$ cat src/rtl/pirqf_pkg.sv
// constants and register map of the peripheral interrupt flag bank
package pirqf_pkg;
  // bus geometry
  localparam int AXI_AW = 8;
  localparam int AXI_DW = 32;
  localparam int FLAG_W = 8;

  // register byte offsets
  localparam logic [7:0] OFS_FLAGS  = 8'h00;
  localparam logic [7:0] OFS_ICTRL  = 8'h04;
  localparam logic [7:0] OFS_ENABLE = 8'h08;
  localparam logic [7:0] OFS_EVSTAT = 8'h0C;
  localparam logic [7:0] OFS_EVMASK = 8'h10;

  // flag positions
  localparam int BIT_T1_GATE  = 7;
  localparam int BIT_ADC      = 6;
  localparam int BIT_UART_RX  = 5;
  localparam int BIT_UART_TX  = 4;
  localparam int BIT_SSP      = 3;
  localparam int BIT_CCP1     = 2;
  localparam int BIT_T2_MATCH = 1;
  localparam int BIT_T1_OVF   = 0;

  // interrupt control fields
  localparam int BIT_GLOB_EN   = 7;
  localparam int BIT_PERIPH_EN = 6;

  // bits software may write in the flag register
  localparam logic [7:0] FLAG_SW_MASK = 8'hCF;

  // values after reset
  localparam logic [7:0] FLAGS_RST = 8'h00;
  localparam logic [7:0] ICTRL_RST = 8'h00;
  localparam logic [7:0] EN_RST    = 8'h00;
  localparam logic [7:0] EV_RST    = 8'h00;

  // bus responses
  localparam logic [1:0] RESP_OKAY   = 2'h0;
  localparam logic [1:0] RESP_SLVERR = 2'h2;
endpackage

$ cat src/rtl/pirqf_flag_if.sv
// link between the register front end and the flag storage
`timescale 1ns/1ps
interface pirqf_flag_if;
  logic [7:0] set_pulse;
  logic       rx_level;
  logic       tx_level;
  logic       sw_we;
  logic [7:0] sw_wdata;
  logic [7:0] flags;

  modport bank (input set_pulse, rx_level, tx_level, sw_we, sw_wdata, output flags);
  modport ctrl (output set_pulse, rx_level, tx_level, sw_we, sw_wdata, input flags);
endinterface

$ cat src/rtl/pirqf_flag_bank.sv
// storage of the eight peripheral interrupt flags
`timescale 1ns/1ps
module pirqf_flag_bank
  import pirqf_pkg::*;
(
  // clock and reset
  input wire logic  aclk,
  input wire logic  aresetn,
  // flag traffic
  pirqf_flag_if.bank fl
);
  logic [7:0] flags_q;
  logic [7:0] flags_d;

  // next flag values; a set pulse beats a software clear in the same cycle
  always_comb begin
    flags_d = flags_q;
    if (fl.sw_we) begin
      flags_d = (flags_q & ~FLAG_SW_MASK) | (fl.sw_wdata & FLAG_SW_MASK);
    end
    flags_d = flags_d | (fl.set_pulse & FLAG_SW_MASK);
    // receiver and transmitter flags mirror their source only
    flags_d[BIT_UART_RX] = fl.rx_level;
    flags_d[BIT_UART_TX] = fl.tx_level;
  end

  // registers; every reset clears all flags
  always_ff @(posedge aclk) begin
    if (!aresetn) begin
      flags_q <= FLAGS_RST;
    end else begin
      flags_q <= flags_d;
    end
  end

  assign fl.flags = flags_q;
endmodule

$ cat src/rtl/pirqf_top.sv
// peripheral interrupt flag bank with an axi4-lite register port
`timescale 1ns/1ps
module pirqf_top
  import pirqf_pkg::*;
(
  // clock and reset
  input  wire logic              aclk,
  input  wire logic              aresetn,
  // axi4-lite write address
  input  wire logic [AXI_AW-1:0] s_axi_awaddr,
  input  wire logic [2:0]        s_axi_awprot,
  input  wire logic              s_axi_awvalid,
  output logic                   s_axi_awready,
  // axi4-lite write data
  input  wire logic [AXI_DW-1:0] s_axi_wdata,
  input  wire logic [3:0]        s_axi_wstrb,
  input  wire logic              s_axi_wvalid,
  output logic                   s_axi_wready,
  // axi4-lite write response
  output logic [1:0]             s_axi_bresp,
  output logic                   s_axi_bvalid,
  input  wire logic              s_axi_bready,
  // axi4-lite read address
  input  wire logic [AXI_AW-1:0] s_axi_araddr,
  input  wire logic [2:0]        s_axi_arprot,
  input  wire logic              s_axi_arvalid,
  output logic                   s_axi_arready,
  // axi4-lite read data
  output logic [AXI_DW-1:0]      s_axi_rdata,
  output logic [1:0]             s_axi_rresp,
  output logic                   s_axi_rvalid,
  input  wire logic              s_axi_rready,
  // one-cycle event pulses from the peripherals
  input  wire logic              timer_one_gate_evt,
  input  wire logic              converter_done_evt,
  input  wire logic              sync_serial_evt,
  input  wire logic              capcomp_one_evt,
  input  wire logic              timer_two_match_evt,
  input  wire logic              timer_one_overflow_evt,
  // pending levels from the serial receiver and transmitter
  input  wire logic              uart_rx_pending,
  input  wire logic              uart_tx_pending,
  // towards the processor
  output logic                   periph_irq_req,
  output logic                   global_irq_enable,
  // bus interrupt
  output logic                   irq
);
  pirqf_flag_if fl ();

  // write channel state
  logic              aw_got_q;
  logic              aw_got_d;
  logic              w_got_q;
  logic              w_got_d;
  logic [AXI_AW-1:0] waddr_q;
  logic [AXI_AW-1:0] waddr_d;
  logic [7:0]        wbyte_q;
  logic [7:0]        wbyte_d;
  logic              wlane_q;
  logic              wlane_d;
  logic              awready_q;
  logic              awready_d;
  logic              wready_q;
  logic              wready_d;
  logic              bvalid_q;
  logic              bvalid_d;
  logic [1:0]        bresp_q;
  logic [1:0]        bresp_d;
  logic              do_wr;

  // read channel state
  logic              ar_got_q;
  logic              ar_got_d;
  logic [AXI_AW-1:0] raddr_q;
  logic [AXI_AW-1:0] raddr_d;
  logic              arready_q;
  logic              arready_d;
  logic              rvalid_q;
  logic              rvalid_d;
  logic [7:0]        rdata_q;
  logic [7:0]        rdata_d;
  logic [1:0]        rresp_q;
  logic [1:0]        rresp_d;
  logic              do_rd;

  // software registers and interrupt state
  logic [7:0]        ictrl_q;
  logic [7:0]        ictrl_d;
  logic [7:0]        enable_q;
  logic [7:0]        enable_d;
  logic [7:0]        evstat_q;
  logic [7:0]        evstat_d;
  logic [7:0]        evmask_q;
  logic [7:0]        evmask_d;
  logic [7:0]        flags_prev_q;
  logic [7:0]        flag_rise;
  logic              preq_q;
  logic              preq_d;
  logic              irq_q;
  logic              irq_d;

  // true when the word address hits a mapped register
  function automatic logic is_mapped(input logic [AXI_AW-1:0] a);
    is_mapped = (a == OFS_FLAGS) || (a == OFS_ICTRL) || (a == OFS_ENABLE)
             || (a == OFS_EVSTAT) || (a == OFS_EVMASK);
  endfunction

  // the low two address bits are ignored, so any byte address picks its word
  function automatic logic [AXI_AW-1:0] word_of(input logic [AXI_AW-1:0] a);
    word_of = {a[AXI_AW-1:2], 2'h0};
  endfunction

  // write path
  // address and data may arrive in either order; both are held until the write
  always_comb begin
    aw_got_d = aw_got_q;
    w_got_d  = w_got_q;
    waddr_d  = waddr_q;
    wbyte_d  = wbyte_q;
    wlane_d  = wlane_q;
    bvalid_d = bvalid_q;
    bresp_d  = bresp_q;
    do_wr    = aw_got_q && w_got_q;
    if (s_axi_awvalid && awready_q) begin
      aw_got_d = 1'b1;
      waddr_d  = word_of(s_axi_awaddr);
    end
    if (s_axi_wvalid && wready_q) begin
      w_got_d = 1'b1;
      wbyte_d = s_axi_wdata[7:0];
      wlane_d = s_axi_wstrb[0];
    end
    if (do_wr) begin
      aw_got_d = 1'b0;
      w_got_d  = 1'b0;
      bvalid_d = 1'b1;
      bresp_d  = is_mapped(waddr_q) ? RESP_OKAY : RESP_SLVERR;
    end else if (bvalid_q && s_axi_bready) begin
      bvalid_d = 1'b0;
    end
    // no new beat while one is held or its answer waits
    awready_d = !aw_got_d && !bvalid_d && !do_wr;
    wready_d  = !w_got_d && !bvalid_d && !do_wr;
  end

  // write channel registers
  always_ff @(posedge aclk) begin
    if (!aresetn) begin
      aw_got_q  <= 1'b0;
      w_got_q   <= 1'b0;
      waddr_q   <= '0;
      wbyte_q   <= 8'h00;
      wlane_q   <= 1'b0;
      awready_q <= 1'b0;
      wready_q  <= 1'b0;
      bvalid_q  <= 1'b0;
      bresp_q   <= RESP_OKAY;
    end else begin
      aw_got_q  <= aw_got_d;
      w_got_q   <= w_got_d;
      waddr_q   <= waddr_d;
      wbyte_q   <= wbyte_d;
      wlane_q   <= wlane_d;
      awready_q <= awready_d;
      wready_q  <= wready_d;
      bvalid_q  <= bvalid_d;
      bresp_q   <= bresp_d;
    end
  end

  // read path
  // data is looked up one cycle after the address is taken
  always_comb begin
    ar_got_d = ar_got_q;
    raddr_d  = raddr_q;
    rvalid_d = rvalid_q;
    rdata_d  = rdata_q;
    rresp_d  = rresp_q;
    do_rd    = ar_got_q;
    if (s_axi_arvalid && arready_q) begin
      ar_got_d = 1'b1;
      raddr_d  = word_of(s_axi_araddr);
    end
    if (do_rd) begin
      ar_got_d = 1'b0;
      rvalid_d = 1'b1;
      rresp_d  = is_mapped(raddr_q) ? RESP_OKAY : RESP_SLVERR;
      unique case (raddr_q)
        OFS_FLAGS:  rdata_d = fl.flags;
        OFS_ICTRL:  rdata_d = ictrl_q;
        OFS_ENABLE: rdata_d = enable_q;
        OFS_EVSTAT: rdata_d = evstat_q;
        OFS_EVMASK: rdata_d = evmask_q;
        default:    rdata_d = 8'h00;
      endcase
    end else if (rvalid_q && s_axi_rready) begin
      rvalid_d = 1'b0;
    end
    arready_d = !ar_got_d && !rvalid_d && !do_rd;
  end

  // read channel registers
  always_ff @(posedge aclk) begin
    if (!aresetn) begin
      ar_got_q  <= 1'b0;
      raddr_q   <= '0;
      arready_q <= 1'b0;
      rvalid_q  <= 1'b0;
      rdata_q   <= 8'h00;
      rresp_q   <= RESP_OKAY;
    end else begin
      ar_got_q  <= ar_got_d;
      raddr_q   <= raddr_d;
      arready_q <= arready_d;
      rvalid_q  <= rvalid_d;
      rdata_q   <= rdata_d;
      rresp_q   <= rresp_d;
    end
  end

  // flag bank
  // event pulses feed straight in; they come from logic on this clock
  always_comb begin
    fl.set_pulse                = 8'h00;
    fl.set_pulse[BIT_T1_GATE]   = timer_one_gate_evt;
    fl.set_pulse[BIT_ADC]       = converter_done_evt;
    fl.set_pulse[BIT_SSP]       = sync_serial_evt;
    fl.set_pulse[BIT_CCP1]      = capcomp_one_evt;
    fl.set_pulse[BIT_T2_MATCH]  = timer_two_match_evt;
    fl.set_pulse[BIT_T1_OVF]    = timer_one_overflow_evt;
    fl.rx_level                 = uart_rx_pending;
    fl.tx_level                 = uart_tx_pending;
    fl.sw_we    = do_wr && wlane_q && (waddr_q == OFS_FLAGS);
    fl.sw_wdata = wbyte_q;
  end

  pirqf_flag_bank u_bank (
    .aclk    (aclk),
    .aresetn (aresetn),
    .fl      (fl.bank)
  );

  // control registers
  // only byte lane zero carries register bits; other lanes are dropped
  always_comb begin
    ictrl_d  = ictrl_q;
    enable_d = enable_q;
    evmask_d = evmask_q;
    if (do_wr && wlane_q) begin
      unique case (waddr_q)
        OFS_ICTRL:  ictrl_d  = wbyte_q & ((8'h01 << BIT_GLOB_EN) | (8'h01 << BIT_PERIPH_EN));
        OFS_ENABLE: enable_d = wbyte_q;
        OFS_EVMASK: evmask_d = wbyte_q;
        default:    ictrl_d  = ictrl_q;
      endcase
    end
  end

  // control registers; enables never touch the flags themselves
  always_ff @(posedge aclk) begin
    if (!aresetn) begin
      ictrl_q  <= ICTRL_RST;
      enable_q <= EN_RST;
      evmask_q <= EV_RST;
    end else begin
      ictrl_q  <= ictrl_d;
      enable_q <= enable_d;
      evmask_q <= evmask_d;
    end
  end

  // event status and interrupt outputs
  // a flag rising is an event; a read of the status clears it
  assign flag_rise = fl.flags & ~flags_prev_q;

  // set wins over the read clear so a rising flag is never lost
  always_comb begin
    evstat_d = evstat_q;
    if (do_rd && (raddr_q == OFS_EVSTAT)) begin
      evstat_d = 8'h00;
    end
    evstat_d = evstat_d | flag_rise;
    // requests to the processor wait for the peripheral enable
    preq_d = ictrl_q[BIT_PERIPH_EN] && |(fl.flags & enable_q);
    irq_d  = ictrl_q[BIT_PERIPH_EN] && |(evstat_q & evmask_q);
  end

  // status and output registers
  always_ff @(posedge aclk) begin
    if (!aresetn) begin
      evstat_q     <= EV_RST;
      flags_prev_q <= FLAGS_RST;
      preq_q       <= 1'b0;
      irq_q        <= 1'b0;
    end else begin
      evstat_q     <= evstat_d;
      flags_prev_q <= fl.flags;
      preq_q       <= preq_d;
      irq_q        <= irq_d;
    end
  end

  // outputs, all straight from flip-flops
  assign s_axi_awready     = awready_q;
  assign s_axi_wready      = wready_q;
  assign s_axi_bvalid      = bvalid_q;
  assign s_axi_bresp       = bresp_q;
  assign s_axi_arready     = arready_q;
  assign s_axi_rvalid      = rvalid_q;
  assign s_axi_rresp       = rresp_q;
  assign s_axi_rdata       = {24'h000000, rdata_q};
  assign periph_irq_req    = preq_q;
  assign global_irq_enable = ictrl_q[BIT_GLOB_EN];
  assign irq               = irq_q;
endmodule
$ cat config.mk
export PLATFORM = sky130hd
export DESIGN_NAME = pirqf_top
export DESIGN_NICKNAME = d
export VERILOG_FILES = /design/src/rtl/pirqf_pkg.sv /design/src/rtl/pirqf_flag_if.sv /design/src/rtl/pirqf_flag_bank.sv /design/src/rtl/pirqf_top.sv
export SDC_FILE = /design/constraint.sdc
export NUM_CORES = 1
export LEC_CHECK = 0
export ABC_AREA = 1
export CAP_MARGIN = 20
export CORE_ASPECT_RATIO = 1.5
export CORE_MARGIN = 1.5
export CORE_UTILIZATION = 63
export DETAILED_ROUTE_END_ITERATION = 7
export DONT_BUFFER_PORTS = 1
export HOLD_SLACK_MARGIN = 0.08
export PLACE_DENSITY = 0.79
export SLEW_MARGIN = 20
export SYNTH_ARGS = -nofsm -noshare
export SYNTH_HDL_FRONTEND = slang
export SYNTH_SLANG_ARGS = --single-unit
$ cat constraint.sdc
create_clock -name aclk -period 1.4 [get_ports aclk]
set_input_delay 0.21 -clock aclk [delete_from_list [all_inputs] [get_ports aclk]]
set_output_delay 0.21 -clock aclk [all_outputs]
set_load 0.01 [all_outputs]
### Word level (Yosys, flattened, before mapping)

Cells that the tools add are included.

* equality and inequality tests: 8
* muxes and demuxes: 15
* bitwise logic cells: 7
* reductions and logical operators: 39

Operators with widths (number)
* 8-bit one-hot mux with 5 select lines: 1
* 8-bit AND: 3
* 6-bit by 2-bit == test with 1-bit output (second input constant): 4
* 1-bit logical AND: 17
* 8-bit zero test: 2
* 8-bit 2-to-1 mux: 2
* 8-bit bitwise OR: 2
* 8-bit OR reduction: 2
* 6-bit by 1-bit == test with 1-bit output (second input constant): 2
* 6-bit by 3-bit == test with 1-bit output (second input constant): 2
* 1-bit 2-to-1 mux: 10
* 1-bit logical OR: 8
* 8-bit NOT: 1
* 6-bit by 8-bit bitwise OR with 8-bit output: 1
* 1-bit zero test: 7
* 2-bit AND reduction: 3
* 2-bit 2-to-1 mux: 2

* register bits after elaboration: 85

### Depth between registers and ports, before layout

* depth after elaboration: 6
* mapped depth: 9

### Cells and area by module

Synthesis repeated with hierarchy kept, for this count alone.

* cells, all modules: 498
* area total of the unflattened synthesis: 3701.0 um^2

By module, submodules not included
* pirqf_top: times used 1, cells each 445, area each 3349.5 um^2, sequential area each 1501.4 um^2
* pirqf_flag_bank: times used 1, cells each 53, area each 351.6 um^2, sequential area each 160.2 um^2

### Least setup slack after synthesis

Ideal clock, no wire load.

* kind: register -> register
* start: register waddr_q[4]
* end: register enable_q[0]
* setup time: 0.115 ns
* data arrival time: 1.041 ns
* required time: 1.285 ns
* path slack: 0.244 ns
* cell stages (with the launch flop): 7
* clock period less this slack: 1.156 ns
* path through: dfxtp_1 -> nor2_2 -> inv_2 -> nor3_4 -> nand2_4 -> o21ai_1 -> nor2_1

* word-level cells in the longest chain between the ends: 2

Ends and longest elaborated chain
* start: declaration: line pirqf_top.sv:56 `logic [AXI_AW-1:0] waddr_q;`
* start signal: assignment: line pirqf_top.sv:162 `waddr_q <= waddr_d;`
* 6-bit by 2-bit == test with 1-bit output: line pirqf_top.sv:251 `unique case (waddr_q)`
* 2-bit AND reduction (no source line)
* end signal: assignment: line pirqf_top.sv:268 `enable_q <= enable_d;`
* end: declaration: line pirqf_top.sv:90 `logic [7:0] enable_q;`

No other way between the ends.
A chain may end at the register's enable or synchronous reset.

### Worst setup path in the final report

* start: register raddr_q[4]
* end: register rdata_q[3]

* word-level cells in the longest chain between the ends: 2

Ends and longest elaborated chain
* start: declaration: line pirqf_top.sv:75 `logic [AXI_AW-1:0] raddr_q;`
* start signal: assignment: line pirqf_top.sv:214 `raddr_q <= raddr_d;`
* 6-bit by 3-bit == test with 1-bit output, or another cell as far along: line pirqf_top.sv:189 `unique case (raddr_q)`
* 8-bit one-hot mux with 5 select lines (*): line pirqf_top.sv:189
* end signal: assignment: line pirqf_top.sv:217 `rdata_q <= rdata_d;`
* end: declaration: line pirqf_top.sv:81 `logic [7:0] rdata_q;`

Every way passes the cells marked *; elsewhere a longest branch is shown, timed or not.

==> results.txt <==
* Run status: completed
* Minimum period implied by the final worst setup slack: 1.32 ns
* Number of vias after detailed routing: 3,107
- Levels on crit path: 8
* Slowest CP cell: sky130_fd_sc_hd__dfxtp_1
- At the worst endpoint, the arrival time is 1.63 ns.
- After detailed routing, the number of remaining DRC violations is 0.
- TritonCTS built the clock tree.
- Category of cells accounting for the largest share of critical-path delay: simple AND/OR/NAND/NOR gates
* Final worst path period share: 0.943
* Initial antenna violation count: 0
* Gpl congestion: 0.911
- PortBufs: 0
* I/O pins: 117
* Number of different library cells in the post-synthesis netlist: 34
* Area used by multi-input combinational logic: 0.00159 mm^2
- Final routed wire length divided by cell count: 13.1 um
- Across the VDD grid, the largest voltage drop is 0.769 mV.
- Average instance area after synthesis: 7.47 um^2
- Largest incremental delay on the critical path: 0.39 ns
- Power density normalized to cell area: 1210 mW/mm^2
- The clock net in this run drives a total of 83 sinks.
- The sequential cells in the finished layout cover a total of 0.00166 mm^2.
- For this run the aggregate overflow at the end of global routing stands at 0.
- Clock transition time at the flip-flop clock pins of the worst setup and hold paths: 0.08 ns
- Die height: 96.3 um
- Number of buffers created by CTS: 9
* Startpoint type of the worst setup path: flop
* Register-to-register path setup slack: 0.08 ns
- Of the cells placed in the final design, the portion with a size suffix greater than 1 is 0.104.
- First element of the critical path: raddr_q[4]$_SDFFE_PN0N_
* Overall die area: 0.00627 mm^2
* MaxCap Viol Count: 0
- The initial utilization of the core area, before any placement, comes to 0.660.
- Sequential area share after synthesis: 0.455
- Share of async-settable or async-resettable flops after synthesis: 0
- Crit Path Class: flop to flop
- The first global-routing pass estimated 12,700 um of wire.
- # fillers: 408
* Most common cell after layout, fill and taps aside: sky130_fd_sc_hd__nor2_1
* Final setup violation count: 0
* Static power due to leakage: 1.93 nW
* Startpoint of the worst register-to-register path: raddr_q[4]$_SDFFE_PN0N_
- In the layout the commonest cells are sky130_fd_sc_hd__nor2_1, sky130_fd_sc_hd__dfxtp_1, sky130_fd_sc_hd__nand2_1.
- The number of pins with negative max-slew slack in the final report was 0.
- Final setup TNS: 0 ns
- For this block, the initial DRC count from the detailed router was 190.
- Counting both buffers and inverters, the worst setup path holds a total of 1.
- Class of the tightest hold or removal check: input port to flop
- Counting cells, the worst reg-to-reg path comes to 8.
- CP endpoint kind: flop
- Summing every instance area after synthesis gives 0.00365 mm^2.
* Share of the synthesized area in the top cell type: 0.455
- The repair_antennas step left the layout with diodes totalling 0.
- Measured along the x axis, the die boundary spans 65.2 um.
- Area after DPL: 0.00363 mm^2
* Area growth syn-to-layout: 17.2%
- Entering global routing, the biggest net connects 68 pins.
* Via count of the first global-routing pass: 2,925
* Ordered list of cells on the worst path: inv_1 > nor2_1 > nand3_4 > nand2_4 > nand2_4 > nor2_8 > nand2_1 > nand2_1
* Area inside the core boundary: 0.00553 mm^2
- At the later pin of the worst-skew pair, clock insertion delay measures 0.36 ns.
- Number of nets in the layout: 607
* Final non-filler cell area: 0.00428 mm^2
* Number of nets with antenna violations after routing: 0
- Detailed Routing Iterations Pass 1: 5
- The initialized floorplan defines 33 standard-cell rows.
- Worst setup path endpoint: rdata_q[3]$_SDFFE_PN0P_
- Yosys mapped a number of flops with a built-in enable equal to 0.
- Detailed placement finished with a half-perimeter wire length of 5070 um.
- Yosys attributes the largest share of cell area to sky130_fd_sc_hd__dfxtp_1, sky130_fd_sc_hd__nor2_1, sky130_fd_sc_hd__nand2_1.
- Setup repair after global routing left no endpoint under its margin.
* Max Buffers Root-to-Sink: 2
* Critical path data required time: 1.71 ns
- Clock Skew: 0.00608 ns
* Number of cells produced by synthesis: 489
- Synth Flop Type: sky130_fd_sc_hd__dfxtp_1
- Derived from the worst setup path, the maximum achievable clock frequency is 757 MHz.
* DRT Wirelength: 7980 um
- R2r endpoint: rdata_q[3]$_SDFFE_PN0P_
* Cell type contributing the most total cell area after synthesis: sky130_fd_sc_hd__dfxtp_1
- Crit-path max FO: 8
- In this run the number of H-tree levels came out at 3.
- Flip-flop and latch count after synthesis: 83
* Warnings, synthesis: 0
- Using the TritonRoute via totals, the vias-per-cell ratio works out to 5.10.
* Root cell of the clock tree: sky130_fd_sc_hd__clkbuf_8
* Final hold violation count: 0
* Global-route usage over all layers: 0.266
==> Yosys cell counts (2+ instances only) <==
cell type / number
sky130_fd_sc_hd__nand3_4: 2
sky130_fd_sc_hd__nand2_4: 5
sky130_fd_sc_hd__nand3b_1: 4
sky130_fd_sc_hd__inv_2: 2
sky130_fd_sc_hd__o21ai_0: 39
sky130_fd_sc_hd__nand3_1: 10
sky130_fd_sc_hd__dfxtp_1: 83
sky130_fd_sc_hd__clkbuf_1: 8
sky130_fd_sc_hd__nor2_1: 98
sky130_fd_sc_hd__nand3_2: 2
sky130_fd_sc_hd__nor3_1: 4
sky130_fd_sc_hd__nand2_1: 68
sky130_fd_sc_hd__buf_4: 28
sky130_fd_sc_hd__nor2_2: 3
sky130_fd_sc_hd__buf_2: 2
sky130_fd_sc_hd__a21oi_1: 32
sky130_fd_sc_hd__inv_1: 56
sky130_fd_sc_hd__nand4_1: 8
sky130_fd_sc_hd__buf_6: 3
sky130_fd_sc_hd__o22ai_1: 6
sky130_fd_sc_hd__a22o_1: 2
sky130_fd_sc_hd__o21ai_1: 12
==> worst min path at each step <==
stage	startpoint	to	slack, ns	cells past startpoint
after floorplan	uart_tx_pending	u_bank.fl.flags[4]$_SDFF_PN0_	0.31	2
after global placement	uart_rx_pending	u_bank.fl.flags[5]$_SDFF_PN0_	0.31	2
after detailed placement	uart_rx_pending	u_bank.fl.flags[5]$_SDFF_PN0_	0.31	2
after CTS	s_axi_araddr[3]	raddr_q[3]$_SDFFE_PN0N_	0.1	2
after global routing	s_axi_araddr[3]	raddr_q[3]$_SDFFE_PN0N_	0.17	2
final	s_axi_araddr[3]	raddr_q[3]$_SDFFE_PN0N_	0.10	2
==> worst reg2reg max path, delay by kind of cell, from the launching register on <==
kind / cells / cell delay (ns)
flip-flops: 1 / 0.39
buffers and inverters: 1 / 0.08
AND/OR/NAND/NOR: 7 / 0.81
==> sequential cells by signal, summed over array words and instances (netlist names), 2 cells and up <==
signal           flops
rdata_q              8
waddr_q              6
evmask_q             8
raddr_q              6
ictrl_q              2
enable_q             8
evstat_q             8
flags_prev_q         8
u_bank.fl.flags      8
fl.sw_wdata          8
==> repair_timing <==
action | in CTS | in global routing
buffers inserted | 0 | 5
hold buffers | 35 | 0
hold endpoints to repair | 76 | 0
gates resized for setup | 0 | 6
setup endpoints to repair | 0 | 21
==> per-stage QoR <==
stage	setup WS (ns)	total power, W	instances	util	hold slack (ns)
4_1_cts	0.0400	0.00512	604	0.763	0.0965
5_1_grt	0.00916	0.00538	609	0.774	0.175
3_5_place_dp	0.0833	0.00309	553	0.655	0.312
6_report	0.0796	0.00516	609	0.774	0.104
3_3_place_gp	0.114	0.00307	553	0.655	0.308
2_1_floorplan	0.244	0.00306	514	-	0.308
==> layer usage <==
metal | global-route usage | vias up | part of all wire
li1 | - | 1586 | -
met1 | 0.290 | 1407 | 0.40
met2 | 0.486 | 98 | 0.52
met3 | 0.0725 | 16 | 0.055
met4 | 0.101 | 0 | 0.022
met5 | 0 | - | 0
==> kinds of logic after synthesis <==
group	count (synthesis)	synth area share
and+or+nand+nor	210	0.270
buffers and inverters	101	0.140
AOI/OAI and AO/OA	94	0.135
DFF	83	0.455
other	1	0.00103
==> final cells by class <==
type                            instances  share of cell area
Sequential cell                        83               0.388
Multi-Input combinational cell        330               0.372
Timing Repair Buffer                   50               0.110
Inverter                               60              0.0538
Clock buffer                           11              0.0354
Tap cell                               70              0.0205
Clock inverter                          5              0.0199
==> where the power goes <==
group / switching [W] / leakage, nW / internal (W)
Combinational: 0.000358 / 1.13 / 0.000249
Sequential: 0.000101 / 0.681 / 0.00248
Clock: 0.000864 / 0.116 / 0.00111
No activity file was read; power rests on OpenSTA's default activity.
